<file path="config.mk">
export PLATFORM = sky130hd
export DESIGN_NAME = inapp_flash_program_ctrl
export DESIGN_NICKNAME = d
export VERILOG_FILES = /design/src/rtl/iap_pkg.sv /design/src/rtl/page_write_buffer.sv /design/src/rtl/inapp_flash_program_ctrl.sv
export SDC_FILE = /design/constraint.sdc
export NUM_CORES = 1
export LEC_CHECK = 0
export ABC_AREA = 1
export BUFFER_PORTS_ARGS = -buffer_cell sky130_fd_sc_hd__buf_4
export CAP_MARGIN = 10
export CORE_MARGIN = 8
export CORE_UTILIZATION = 30
export CTS_CLUSTER_DIAMETER = 60
export DETAILED_ROUTE_END_ITERATION = 6
export PLACE_DENSITY_LB_ADDON = 0.15
export SLEW_MARGIN = 15
export SYNTH_ARGS = -nofsm -noshare
export SYNTH_HDL_FRONTEND = slang
export SYNTH_SLANG_ARGS = --single-unit
</file>
<file path="constraint.sdc">
create_clock -name clk_i -period 7 [get_ports clk_i]
set_input_delay 0.35 -clock clk_i [delete_from_list [all_inputs] [get_ports clk_i]]
set_output_delay 0.35 -clock clk_i [all_outputs]
set_load 0.02 [all_outputs]
</file>
<file path="src/rtl/iap_pkg.sv">
// constants, types and register map of the flash programming controller
package iap_pkg;
  // array geometry
  localparam int ADDR_W = 13;
  localparam int DATA_W = 16;
  localparam int PAGE_WORDS = 32;
  localparam int IDX_W = 5;
  // register offsets
  localparam logic [7:0] OFF_CTRL = 8'h00;
  localparam logic [7:0] OFF_BUFCLR = 8'h01;
  localparam logic [7:0] OFF_ADDR_LO = 8'h04;
  localparam logic [7:0] OFF_ADDR_HI = 8'h05;
  localparam logic [7:0] OFF_DATA_LO = 8'h06;
  localparam logic [7:0] OFF_DATA_HI = 8'h07;
  localparam logic [7:0] OFF_UNLOCK0 = 8'h08;
  localparam logic [7:0] OFF_UNLOCK5 = 8'h0D;
  // control register fields
  localparam int OP_LSB = 0;
  localparam int WINDOW_BIT = 3;
  localparam int PROG_BIT = 4;
  localparam int READ_BIT = 5;
  localparam int RDEN_BIT = 6;
  localparam int ENABLED_BIT = 7;
  localparam int BUFCLR_BIT = 0;
  localparam logic [7:0] CTRL_RESET = 8'h00;
  // operation codes
  localparam logic [2:0] OP_WRITE = 3'h0;
  localparam logic [2:0] OP_ERASE = 3'h1;
  localparam logic [2:0] OP_READ = 3'h3;
  localparam logic [2:0] OP_UNLOCK = 3'h6;
  // unlock key, byte k belongs to unlock register k
  localparam logic [47:0] UNLOCK_KEY = 48'h40_09_04_C3_0D_00;
  // timing
  localparam int CLK_PERIOD_NS = 10;
  localparam int PROG_TIME_NS = 2200000;
  localparam int PROG_CYCLES = PROG_TIME_NS / CLK_PERIOD_NS;
  localparam int INSTR_CLKS = 4;
  localparam int READ_INSTR = 3;
  localparam int READ_CYCLES = READ_INSTR * INSTR_CLKS;
  localparam int UNLOCK_CYCLES = 1024;
  localparam int CNT_W = 20;

  typedef enum logic [2:0] {
    ST_IDLE  = 3'b000,
    ST_ERASE = 3'b001,
    ST_WRITE = 3'b010,
    ST_HOLD  = 3'b011,
    ST_READ  = 3'b100
  } state_t;

  // command to the flash array
  typedef struct packed {
    logic erase;
    logic write;
    logic read;
    logic [ADDR_W-1:0] addr;
    logic [DATA_W-1:0] wdata;
  } flash_cmd_t;
endpackage

</file>
<file path="src/rtl/page_write_buffer.sv">
// one page of write buffer held in flip-flops
`timescale 1ns/1ps
`default_nettype none
module page_write_buffer #(
  parameter int WORDS = 32,
  parameter int WIDTH = 16,
  parameter int IDX_W = 5
) (
  // clock and reset
  input wire logic clk_i,
  input wire logic rst_i,
  // control
  input wire logic clear_i,
  input wire logic we_i,
  input wire logic [IDX_W-1:0] widx_i,
  input wire logic [WIDTH-1:0] wdata_i,
  // read side
  input wire logic [IDX_W-1:0] ridx_i,
  output logic [WIDTH-1:0] rdata_o
);
  logic [WIDTH-1:0] mem [WORDS];

  initial begin
    if (WORDS > (1 << IDX_W) || WORDS < 1) begin
      $error("page_write_buffer: WORDS does not fit IDX_W");
    end
  end

  // clear empties the whole page at once; clear beats a word write
  for (genvar g = 0; g < WORDS; g++) begin : g_word
    always_ff @(posedge clk_i) begin
      if (rst_i || clear_i) begin
        mem[g] <= '0;
      end else if (we_i && widx_i == IDX_W'(g)) begin
        mem[g] <= wdata_i;
      end
    end
  end

  assign rdata_o = mem[ridx_i];
endmodule // page_write_buffer
`default_nettype wire

</file>
<file path="src/rtl/inapp_flash_program_ctrl.sv">
// in-application flash erase, write and read controller
//
// Notes on behaviour
// - operation code 001 makes the program trigger erase a page
// - operation code 000 makes the program trigger write the buffer
// - erase clears the page named by the address pair, trigger drops
// - erase always covers the whole page, never part of it
// - write keeps the program trigger high about 2.2 ms, then clears it
// - CPU is stalled while erase, write or read runs
// - buffer is committed as a whole page, indices stay in the page
// - buffer clear bit empties the buffer for a rewrite without erase
// - read needs code 011 and read enable set in the same control write as the trigger
// - read places the word in the data registers, then clears trigger
// - read completes about three instruction cycles after trigger
// - reads work without the unlock procedure
// - buffer holds one 32-word page chosen by the upper address bits
// - unlock: code 110, window bit, six key bytes before timeout
// - hardware clears the buffer clear bit when clearing is done
// - buffer index steps on each high-byte write, stops at last word
//
// Strobed register access and the address map were chosen for this implementation.
`timescale 1ns/1ps
`default_nettype none
module inapp_flash_program_ctrl #(
  parameter int PROG_CYCLES = iap_pkg::PROG_CYCLES,
  parameter int READ_CYCLES = iap_pkg::READ_CYCLES,
  parameter int UNLOCK_CYCLES = iap_pkg::UNLOCK_CYCLES
) (
  // clock and reset
  input wire logic clk_i,
  input wire logic rst_i,
  // register port
  input wire logic [7:0] reg_addr_i,
  input wire logic [7:0] reg_wdata_i,
  input wire logic reg_wr_i,
  input wire logic reg_rd_i,
  output logic [7:0] reg_rdata_o,
  // flash array
  output iap_pkg::flash_cmd_t flash_cmd_o,
  input wire logic [iap_pkg::DATA_W-1:0] flash_rdata_i,
  // processor
  output logic cpu_stall_o
);
  initial begin
    if (PROG_CYCLES < 1 || PROG_CYCLES >= (1 << iap_pkg::CNT_W) ||
        READ_CYCLES < 1 || READ_CYCLES >= (1 << iap_pkg::CNT_W) ||
        UNLOCK_CYCLES < 1 || UNLOCK_CYCLES >= (1 << iap_pkg::CNT_W)) begin
      $error("inapp_flash_program_ctrl: count out of range");
    end
  end

  localparam logic [iap_pkg::CNT_W-1:0] PROG_N =
    iap_pkg::CNT_W'(PROG_CYCLES);
  localparam logic [iap_pkg::CNT_W-1:0] READ_N =
    iap_pkg::CNT_W'(READ_CYCLES);
  localparam logic [iap_pkg::CNT_W-1:0] UNLOCK_N =
    iap_pkg::CNT_W'(UNLOCK_CYCLES);
  localparam logic [iap_pkg::IDX_W-1:0] LAST_IDX =
    iap_pkg::IDX_W'(iap_pkg::PAGE_WORDS - 1);

  // operation field of a control byte
  function automatic logic [2:0] op_of(input logic [7:0] b);
    return b[iap_pkg::OP_LSB +: 3];
  endfunction

  iap_pkg::state_t state;
  logic [iap_pkg::CNT_W-1:0] cnt;
  logic [iap_pkg::CNT_W-1:0] win_cnt;
  logic [2:0] op_select;
  logic window_on, program_trigger, read_trigger, read_enable;
  logic enabled_flag, buffer_clear;
  logic [7:0] addr_low, addr_high, data_low, data_high;
  logic [5:0] key_match;
  logic [iap_pkg::IDX_W-1:0] buf_idx;
  logic [iap_pkg::DATA_W-1:0] buf_rdata;
  logic op_done;

  wire idle = (state == iap_pkg::ST_IDLE);
  wire wr_ctrl = reg_wr_i && reg_addr_i == iap_pkg::OFF_CTRL;
  wire wr_data_hi = reg_wr_i && reg_addr_i == iap_pkg::OFF_DATA_HI;
  wire [2:0] new_op = op_of(reg_wdata_i);
  wire [iap_pkg::ADDR_W-1:0] flash_addr =
    iap_pkg::ADDR_W'({addr_high, addr_low});
  wire [iap_pkg::ADDR_W-6:0] page = flash_addr[iap_pkg::ADDR_W-1:5];
  wire unlock_wr = reg_wr_i && reg_addr_i >= iap_pkg::OFF_UNLOCK0 &&
    reg_addr_i <= iap_pkg::OFF_UNLOCK5;
  wire [2:0] key_k = 3'(reg_addr_i - iap_pkg::OFF_UNLOCK0);

  // program trigger only counts when enabled and in erase or write mode
  wire prog_go = wr_ctrl && idle && reg_wdata_i[iap_pkg::PROG_BIT] &&
    enabled_flag && (new_op == iap_pkg::OP_WRITE ||
    new_op == iap_pkg::OP_ERASE);
  // read needs the read code and read enable, but no unlock
  wire read_go = wr_ctrl && idle && reg_wdata_i[iap_pkg::READ_BIT] &&
    reg_wdata_i[iap_pkg::RDEN_BIT] &&
    new_op == iap_pkg::OP_READ;
  wire key_done = window_on && (&key_match);

  // mode bits and triggers; hardware only ever drops the triggers
  always_ff @(posedge clk_i) begin
    if (rst_i) begin
      op_select <= iap_pkg::OP_WRITE;
      read_enable <= 1'b0;
      program_trigger <= 1'b0;
      read_trigger <= 1'b0;
    end else begin
      if (wr_ctrl && idle) begin
        op_select <= new_op;
        read_enable <= reg_wdata_i[iap_pkg::RDEN_BIT];
      end
      if (prog_go) begin
        program_trigger <= 1'b1;
      end else if (op_done) begin
        program_trigger <= 1'b0;
      end
      if (read_go) begin
        read_trigger <= 1'b1;
      end else if (op_done) begin
        read_trigger <= 1'b0;
      end
    end
  end

  // unlock window: timer runs from the window bit, key bytes checked
  always_ff @(posedge clk_i) begin
    if (rst_i) begin
      window_on <= 1'b0;
      win_cnt <= '0;
      key_match <= '0;
    end else if (wr_ctrl && idle && reg_wdata_i[iap_pkg::WINDOW_BIT] &&
                 new_op == iap_pkg::OP_UNLOCK) begin
      window_on <= 1'b1;
      win_cnt <= UNLOCK_N;
      key_match <= '0;
    end else if (window_on) begin
      win_cnt <= win_cnt - 1'b1;
      if (win_cnt == 1) begin
        window_on <= 1'b0; // timeout drops it whatever was written
      end
      if (unlock_wr) begin
        key_match[key_k] <= reg_wdata_i ==
          iap_pkg::UNLOCK_KEY[8*key_k +: 8];
      end
    end
  end

  // enabled flag: set by a full key, cleared only by software
  always_ff @(posedge clk_i) begin
    if (rst_i) begin
      enabled_flag <= 1'b0;
    end else if (key_done) begin
      enabled_flag <= 1'b1; // set wins over a same-cycle clear
    end else if (wr_ctrl && !reg_wdata_i[iap_pkg::ENABLED_BIT]) begin
      enabled_flag <= 1'b0;
    end
  end

  // buffer clear request: software sets, hardware drops after clearing
  always_ff @(posedge clk_i) begin
    if (rst_i) begin
      buffer_clear <= 1'b0;
    end else if (reg_wr_i && reg_addr_i == iap_pkg::OFF_BUFCLR &&
                 reg_wdata_i[iap_pkg::BUFCLR_BIT]) begin
      buffer_clear <= 1'b1;
    end else begin
      buffer_clear <= 1'b0;
    end
  end

  // address pair and buffer index; index saturates at the last word
  always_ff @(posedge clk_i) begin
    if (rst_i) begin
      addr_low <= 8'h00;
      addr_high <= 8'h00;
      buf_idx <= '0;
    end else begin
      if (reg_wr_i && reg_addr_i == iap_pkg::OFF_ADDR_LO) begin
        addr_low <= reg_wdata_i;
        buf_idx <= reg_wdata_i[iap_pkg::IDX_W-1:0];
      end else if (wr_data_hi && buf_idx != LAST_IDX) begin
        buf_idx <= buf_idx + 1'b1;
      end
      if (reg_wr_i && reg_addr_i == iap_pkg::OFF_ADDR_HI) begin
        addr_high <= reg_wdata_i;
      end
    end
  end

  // data word registers: software writes, a finished read overwrites
  always_ff @(posedge clk_i) begin
    if (rst_i) begin
      data_low <= 8'h00;
      data_high <= 8'h00;
    end else if (state == iap_pkg::ST_READ && cnt == 1) begin
      // last read cycle: state is already idle once op_done shows
      {data_high, data_low} <= flash_rdata_i;
    end else begin
      if (reg_wr_i && reg_addr_i == iap_pkg::OFF_DATA_LO) begin
        data_low <= reg_wdata_i;
      end
      if (wr_data_hi) begin
        data_high <= reg_wdata_i;
      end
    end
  end

  // a word enters the buffer on its high byte, low byte taken alongside
  page_write_buffer #(
    .WORDS(iap_pkg::PAGE_WORDS),
    .WIDTH(iap_pkg::DATA_W),
    .IDX_W(iap_pkg::IDX_W)
  ) u_buf (
    .clk_i(clk_i),
    .rst_i(rst_i),
    .clear_i(buffer_clear),
    .we_i(wr_data_hi && idle),
    .widx_i(buf_idx),
    .wdata_i({reg_wdata_i, data_low}),
    .ridx_i(cnt[iap_pkg::IDX_W-1:0]),
    .rdata_o(buf_rdata)
  );

  // operation sequencer; the write sweep walks the whole page
  always_ff @(posedge clk_i) begin
    if (rst_i) begin
      state <= iap_pkg::ST_IDLE;
      cnt <= '0;
      op_done <= 1'b0;
      flash_cmd_o <= '0;
    end else begin
      op_done <= 1'b0;
      flash_cmd_o.erase <= 1'b0;
      flash_cmd_o.write <= 1'b0;
      flash_cmd_o.read <= 1'b0;
      unique case (state)
        iap_pkg::ST_IDLE: begin
          cnt <= '0;
          if (prog_go && new_op == iap_pkg::OP_ERASE) begin
            state <= iap_pkg::ST_ERASE;
          end else if (prog_go) begin
            state <= iap_pkg::ST_WRITE;
          end else if (read_go) begin
            state <= iap_pkg::ST_READ;
            flash_cmd_o.read <= 1'b1;
            flash_cmd_o.addr <= flash_addr;
            cnt <= READ_N;
          end
        end
        iap_pkg::ST_ERASE: begin
          flash_cmd_o.erase <= 1'b1;
          flash_cmd_o.addr <= {page, 5'h00};
          cnt <= PROG_N;
          state <= iap_pkg::ST_HOLD;
        end
        iap_pkg::ST_WRITE: begin
          flash_cmd_o.write <= 1'b1;
          flash_cmd_o.addr <= {page, cnt[iap_pkg::IDX_W-1:0]};
          flash_cmd_o.wdata <= buf_rdata;
          if (cnt[iap_pkg::IDX_W-1:0] == LAST_IDX) begin
            cnt <= PROG_N;
            state <= iap_pkg::ST_HOLD;
          end else begin
            cnt <= cnt + 1'b1;
          end
        end
        iap_pkg::ST_HOLD: begin
          cnt <= cnt - 1'b1;
          if (cnt == 1) begin
            op_done <= 1'b1;
            state <= iap_pkg::ST_IDLE;
          end
        end
        iap_pkg::ST_READ: begin
          cnt <= cnt - 1'b1;
          if (cnt == 1) begin
            op_done <= 1'b1;
            state <= iap_pkg::ST_IDLE;
          end
        end
        default: begin
          state <= iap_pkg::ST_IDLE;
        end
      endcase
    end
  end

  // stall covers the whole operation, done cycle included
  assign cpu_stall_o = !idle || op_done;

  // register read, answered the cycle after the strobe
  always_ff @(posedge clk_i) begin
    if (rst_i) begin
      reg_rdata_o <= 8'h00;
    end else if (reg_rd_i) begin
      unique case (reg_addr_i)
        iap_pkg::OFF_CTRL: begin
          reg_rdata_o <= {enabled_flag, read_enable, read_trigger,
            program_trigger, window_on, op_select};
        end
        iap_pkg::OFF_BUFCLR: begin
          reg_rdata_o <= {7'h00, buffer_clear};
        end
        iap_pkg::OFF_ADDR_LO: reg_rdata_o <= addr_low;
        iap_pkg::OFF_ADDR_HI: reg_rdata_o <= addr_high;
        iap_pkg::OFF_DATA_LO: reg_rdata_o <= data_low;
        iap_pkg::OFF_DATA_HI: reg_rdata_o <= data_high;
        default: reg_rdata_o <= 8'h00;
      endcase
    end else begin
      reg_rdata_o <= 8'h00;
    end
  end

  // age of a pending read; a stuck trigger shows up as an overage
  logic [iap_pkg::CNT_W-1:0] rd_age;
  always_ff @(posedge clk_i) begin
    rd_age <= (rst_i || !read_trigger) ? '0 : rd_age + 1'b1;
  end
endmodule // inapp_flash_program_ctrl
`default_nettype wire

</file>
After elaboration in Yosys (flattened, before gate mapping)
Memory sizes are Yosys's and may differ from the RTL's. A register that Yosys moved wholly into a read port is not among the register bits. Index checks and enable logic that the tools add are counted.

Add/subtract/negate cells: 5. Magnitude comparators: 4. Equality and inequality tests: 54. Shift operators: 1. Muxes and demuxes: 169. Bitwise logic cells: 35. Reduce and logical (&&, ||, !) cells: 84.

Operator list (number): $mux 16 (32); $mux 1 (111); $eq 5x5->1 const B (17); $pmux 20 s4 (1); $mux 20 (3); $logic_and 1x1->1 (57); $pmux 8 s6 (1); $shiftx 48x7->8 const A (1); $eq 20x1->1 const B (2); $eq 5x4->1 const B (8); $sub 20x1->20 const B (2); $pmux 13 s3 (1); $eq 8x3->1 const B (4); $mux 8 (4); $or 1x1->1 (32); $mux 13 (2); $mux 11 (2); $add 20x1->20 const B (1); $eq 5x3->1 const B (4); $mux 3 (5); $mux 14 (1); $reduce_bool 2->1 (7); $pmux 3 s4 (1); $eq 5x2->1 const B (2); other kinds (34) (51).

Flip-flop bits (word level): 120. Memory bits (writable): 512. Output and inout port bits: 41. Word-level logic and storage cells: 376. Memories kept: 1.

Memory list: u_buf.mem (words 32, bits a word 16, read ports 1, clocked after memory_dff 1, write ports 32, RTL line page_write_buffer.sv:21) `logic [WIDTH-1:0] mem [WORDS];`.

Longest topological paths before layout
Depth after elaboration: 10. Mapped depth: 17. Mapped depth without buffers: 13.

Cells and area by module
A second synthesis with hierarchy kept.

Cells, all modules: 3619. Area total of the unflattened synthesis: 31496.5 um2.

Modules (own cells, without submodules): page_write_buffer (instances 1, cells an instance 2470, area each 24123.1 um2, sequential area each 15374.7 um2); inapp_flash_program_ctrl (instances 1, cells an instance 1149, area each 7373.3 um2, sequential area each 2722.6 um2).

Worst setup path before layout
OpenSTA, ideal clock, no wires.

Path kind: in2reg. Start: input reg_addr_i[6]. End: memory u_buf.mem[17][0] (enable). Library setup time: 0.411 ns. Arrival time: 2.726 ns. Data required time: 6.589 ns. Path slack: 3.863 ns. Stages on the path: 11. Path buffers: 2. Cells stage by stage: inv_1 > nand2_1 > nor2_4 > nand3_4 > nor2_4 > nand2_4 > nor2_8 > buf_12 > buf_6 > inv_2 > o21ai_0.

RTL lines: start, declared (RTL line inapp_flash_program_ctrl.sv:33) `input wire logic [7:0] reg_addr_i,`; end, declared (RTL line page_write_buffer.sv:21).

==> impl_metrics.csv <==
group,metric,value,unit
logic_synthesis,netlist_instances,3635,
pwr,p_comb_share,23.1,%
grt,grt_pass1_vias,23680,
pwr,power,11.43,mW
logic_synthesis,synth_top_family_by_area,"simple AND/OR/NAND/NOR gates",
final_layout,final_cell_mix,"nor2_1, nand2_1, edfxtp_1",
floorplanning,rows,118,
pwr,peakVddDrop,0.1661,mV
final_layout,n_fill_cell,10760,
critical_path,cp.required,7.49,ns
hold_path,holdCritPathClass,"input pin to register",
critical_path,critical_path_class,"register to register",
critical_path,worstSetupStartpointType,"register",
logic_synthesis,async_flop_share,0,%
clock_network,clk_latency,0.65,ns
pwr,leakage,13.80,nW
logic_synthesis,yosysWarningCount,0,
clock_network,cts.clk_slew.worst_paths,0.06,ns
logic_synthesis,synthSimpleGateAreaFrac,28.57,%
sta,tightest_slew,1.127,ns
sta,setup_viol,0,
floorplanning,fp.coreArea,103600,µm²
logic_synthesis,synth_compound_area_share,6.170,%
critical_path,endpoint_kind,"register",
place,detailed_place_hpwl,65990,µm
logic_synthesis,synth_xor_area_share,0.5584,%
logic_synthesis,synth-adder-area-share,0.6781,%
floorplanning,die_h,339.4,µm
logic_synthesis,syn_nets,3688,
logic_synthesis,ys_seq_area_share,57.69,%
sta,rsz0062_at_grt,"false",
final_layout,drive_above_1_share,10.15,%
place,placed_area,32930,µm²
logic_synthesis,synth.area.mux_share,0,%
pwr,power_frac_clock,36.8,%
floorplanning,die_area,115200,µm²
logic_synthesis,ys_top_cells_by_area,"edfxtp_1, nor2_1, nand2_1",
clock_network,tritoncts,"yes",
route,via_per_inst,4.869,
sta,layout_min_cycle_time,3.383,ns
floorplanning,io_pins,77,
clock_network,htree_levels,3,
final_layout,area_delta_synth_final,13.75,%
pwr,p_sw,3.885,mW
sta,drv_slew,0,
logic_synthesis,synthDistinctLibCells,43,
sta,slew_headroom,24.70,%
sta,layout_setup_ws,3.617,ns
clock_network,hold_buffers,12,
logic_synthesis,syn_area,31370,µm²
route,first_pass_iters,6,
grt,grt_pass1_wl,161000,µm
route,num_vias,24670,
route,antenna_left,0,
route,totalWireLength,108700,µm
clock_network,numCtsBuffers,80,
final_layout,nets,3674,
grt,antenna_found_initial,4,
pwr,seqPwrFrac,40.1,%
clock_network,cts.sinks,648,
logic_synthesis,syn_area_per_cell,8.630,µm²
critical_path,worst_ep_arrival_time,3.88,ns
logic_synthesis,ys_ff_latch,648,
pwr,power_density,320.3,nW/µm²
sta,hold_viol,0,
route,post_drt_wl_per_cell,21.45,µm
place,pre_cts_slack,3.357,ns
status,status,"finished, final reports clean",
place,port_buffers,76,
grt,grt_usage,18.22,%
logic_synthesis,yosysTopAreaCell,"edfxtp_1",
clock_network,postCtsSetupBuffers,0,
logic_synthesis,synth_flop_cell,"edfxtp_1",
route,drc,0,
floorplanning,die_x,339.4,µm
logic_synthesis,synth_top_area_share,49.01,%
place,gp_congestion,0.8515,
final_layout,layout_commonest_cell,"nor2_1",
clock_network,cts_resized,0,
grt,grt-ovfl-total,0,
sta,finalCritPeriodShare,48.33,%
final_layout,antenna_cells,0,
floorplanning,start_util,30.27,%
pwr,p_int,7.545,mW
logic_synthesis,synth_edf_count,512,
job,max_cap_viol_count,0,
sta,fin_tns_setup,0,ns
sta,finalClockSkew,0.03040,ns
route,drtIter0Drc,2065,
final_layout,design_area,35680,µm²
clock_network,cts_buffer_depth,3,
pwr,switching_share,33.99,%
sta,fmax,295.6,MHz
clock_network,cts_root_buffer,"clkbuf_16",
grt,grt_start_max_net_pins,82,
critical_path,path_max_fanout,43,
==> kinds of logic (layout without fill, tap and decap cells) <==
kind of cell,after synthesis,in the layout
simple gates,2123,2123
buf+inv,461,512
compound gates,366,366
fa+ha+maj,17,17
flops,648,648
xor+xnor,20,20
==> cells in the mapped netlist (all sizes together), types with 3 or more instances <==
library cell	count
nor2	1050
nand2	734
edfxtp	512
nand3	285
o21ai	262
inv	219
clkbuf	141
dfxtp	136
buf	92
a21oi	59
nand4	26
nor3	20
ha	17
a211oi	16
xor2	15
o22ai	10
clkinv	9
o211ai	5
xnor2	5
o221ai	4
a31oi	3
o31ai	3
or2	3
==> layer usage <==
metal | global-route usage (%) | wire length, µm | up-vias
met2 | 29.70 | 50930 | 618
met4 | 4.004 | 2115 | 0
met1 | 25.83 | 50680 | 12070
met3 | 2.296 | 4937 | 121
met5 | 0 | 0 | -
li1 | - | - | 11860
==> area by class of cell <==
type / count / area (µm²) / share of cell area [%]
tap: 1380 / 1727 / 4.839
clock inverter: 33 / 325.3 / 0.9117
clock buffer: 114 / 2310 / 6.473
inverter: 228 / 863.3 / 2.419
multi-input combinational: 2526 / 11290 / 31.65
sequential: 648 / 18110 / 50.75
timing repair buffer: 137 / 1059 / 2.966
==> critical path, cell delays in order, from the launching register on <==
cell,delay (ns)
dfxtp_4,0.51
inv_4,0.54
buf_4,0.52
buf_4,0.57
nor2_1,0.11
o21ai_0,0.18
nand3_1,0.19
nand3_1,0.22
nand2_1,0.16
nand3_1,0.12
a21oi_1,0.08
==> final timing paths <==
check                                 startpoint         endpoint  slack [ns]  depth (start not counted)
worst max-delay path                      cnt[1]   flash_cmd_o[1]        3.62                         10
worst min-delay path            flash_rdata_i[8]     data_high[0]        0.04                          5
worst max register to register            cnt[1]   flash_cmd_o[1]        3.62                         10
worst min register to register   flash_cmd_o[20]  flash_cmd_o[20]        0.47                          2
==> sequential cells by signal, summed over array words and instances (netlist names), 3 cells and up <==
signal / count
reg_rdata_o: 8
addr_low: 8
op_select: 3
u_buf.mem: 512
buf_idx: 5
data_low: 8
flash_cmd_o: 32
cnt: 20
data_high: 8
addr_high: 8
win_cnt: 20
key_match: 6
state: 3
==> per-stage QoR <==
stage / util [%] / hold slack, ns / instances
2_1_floorplan: - / 0.4298 / 3635
4_1_cts: 34.43 / 0.0003215 / 5066
6_report: 34.43 / 0.03983 / 5066
3_3_place_gp: 31.77 / 0.4543 / 4907
5_1_grt: 34.43 / 0.03488 / 5066
3_5_place_dp: 31.77 / 0.4583 / 4907
==> power groups by stage <==
stage	Clock (mW)	Sequential [mW]	Combinational, mW
global placement	0	4.66	2.66
CTS	4.29	4.58	2.66
finish	4.21	4.58	2.64
detailed placement	0	4.66	2.65
global route	4.43	4.61	2.94
floorplan	0	4.55	1.70
Power figures use the tool's default switching activity.
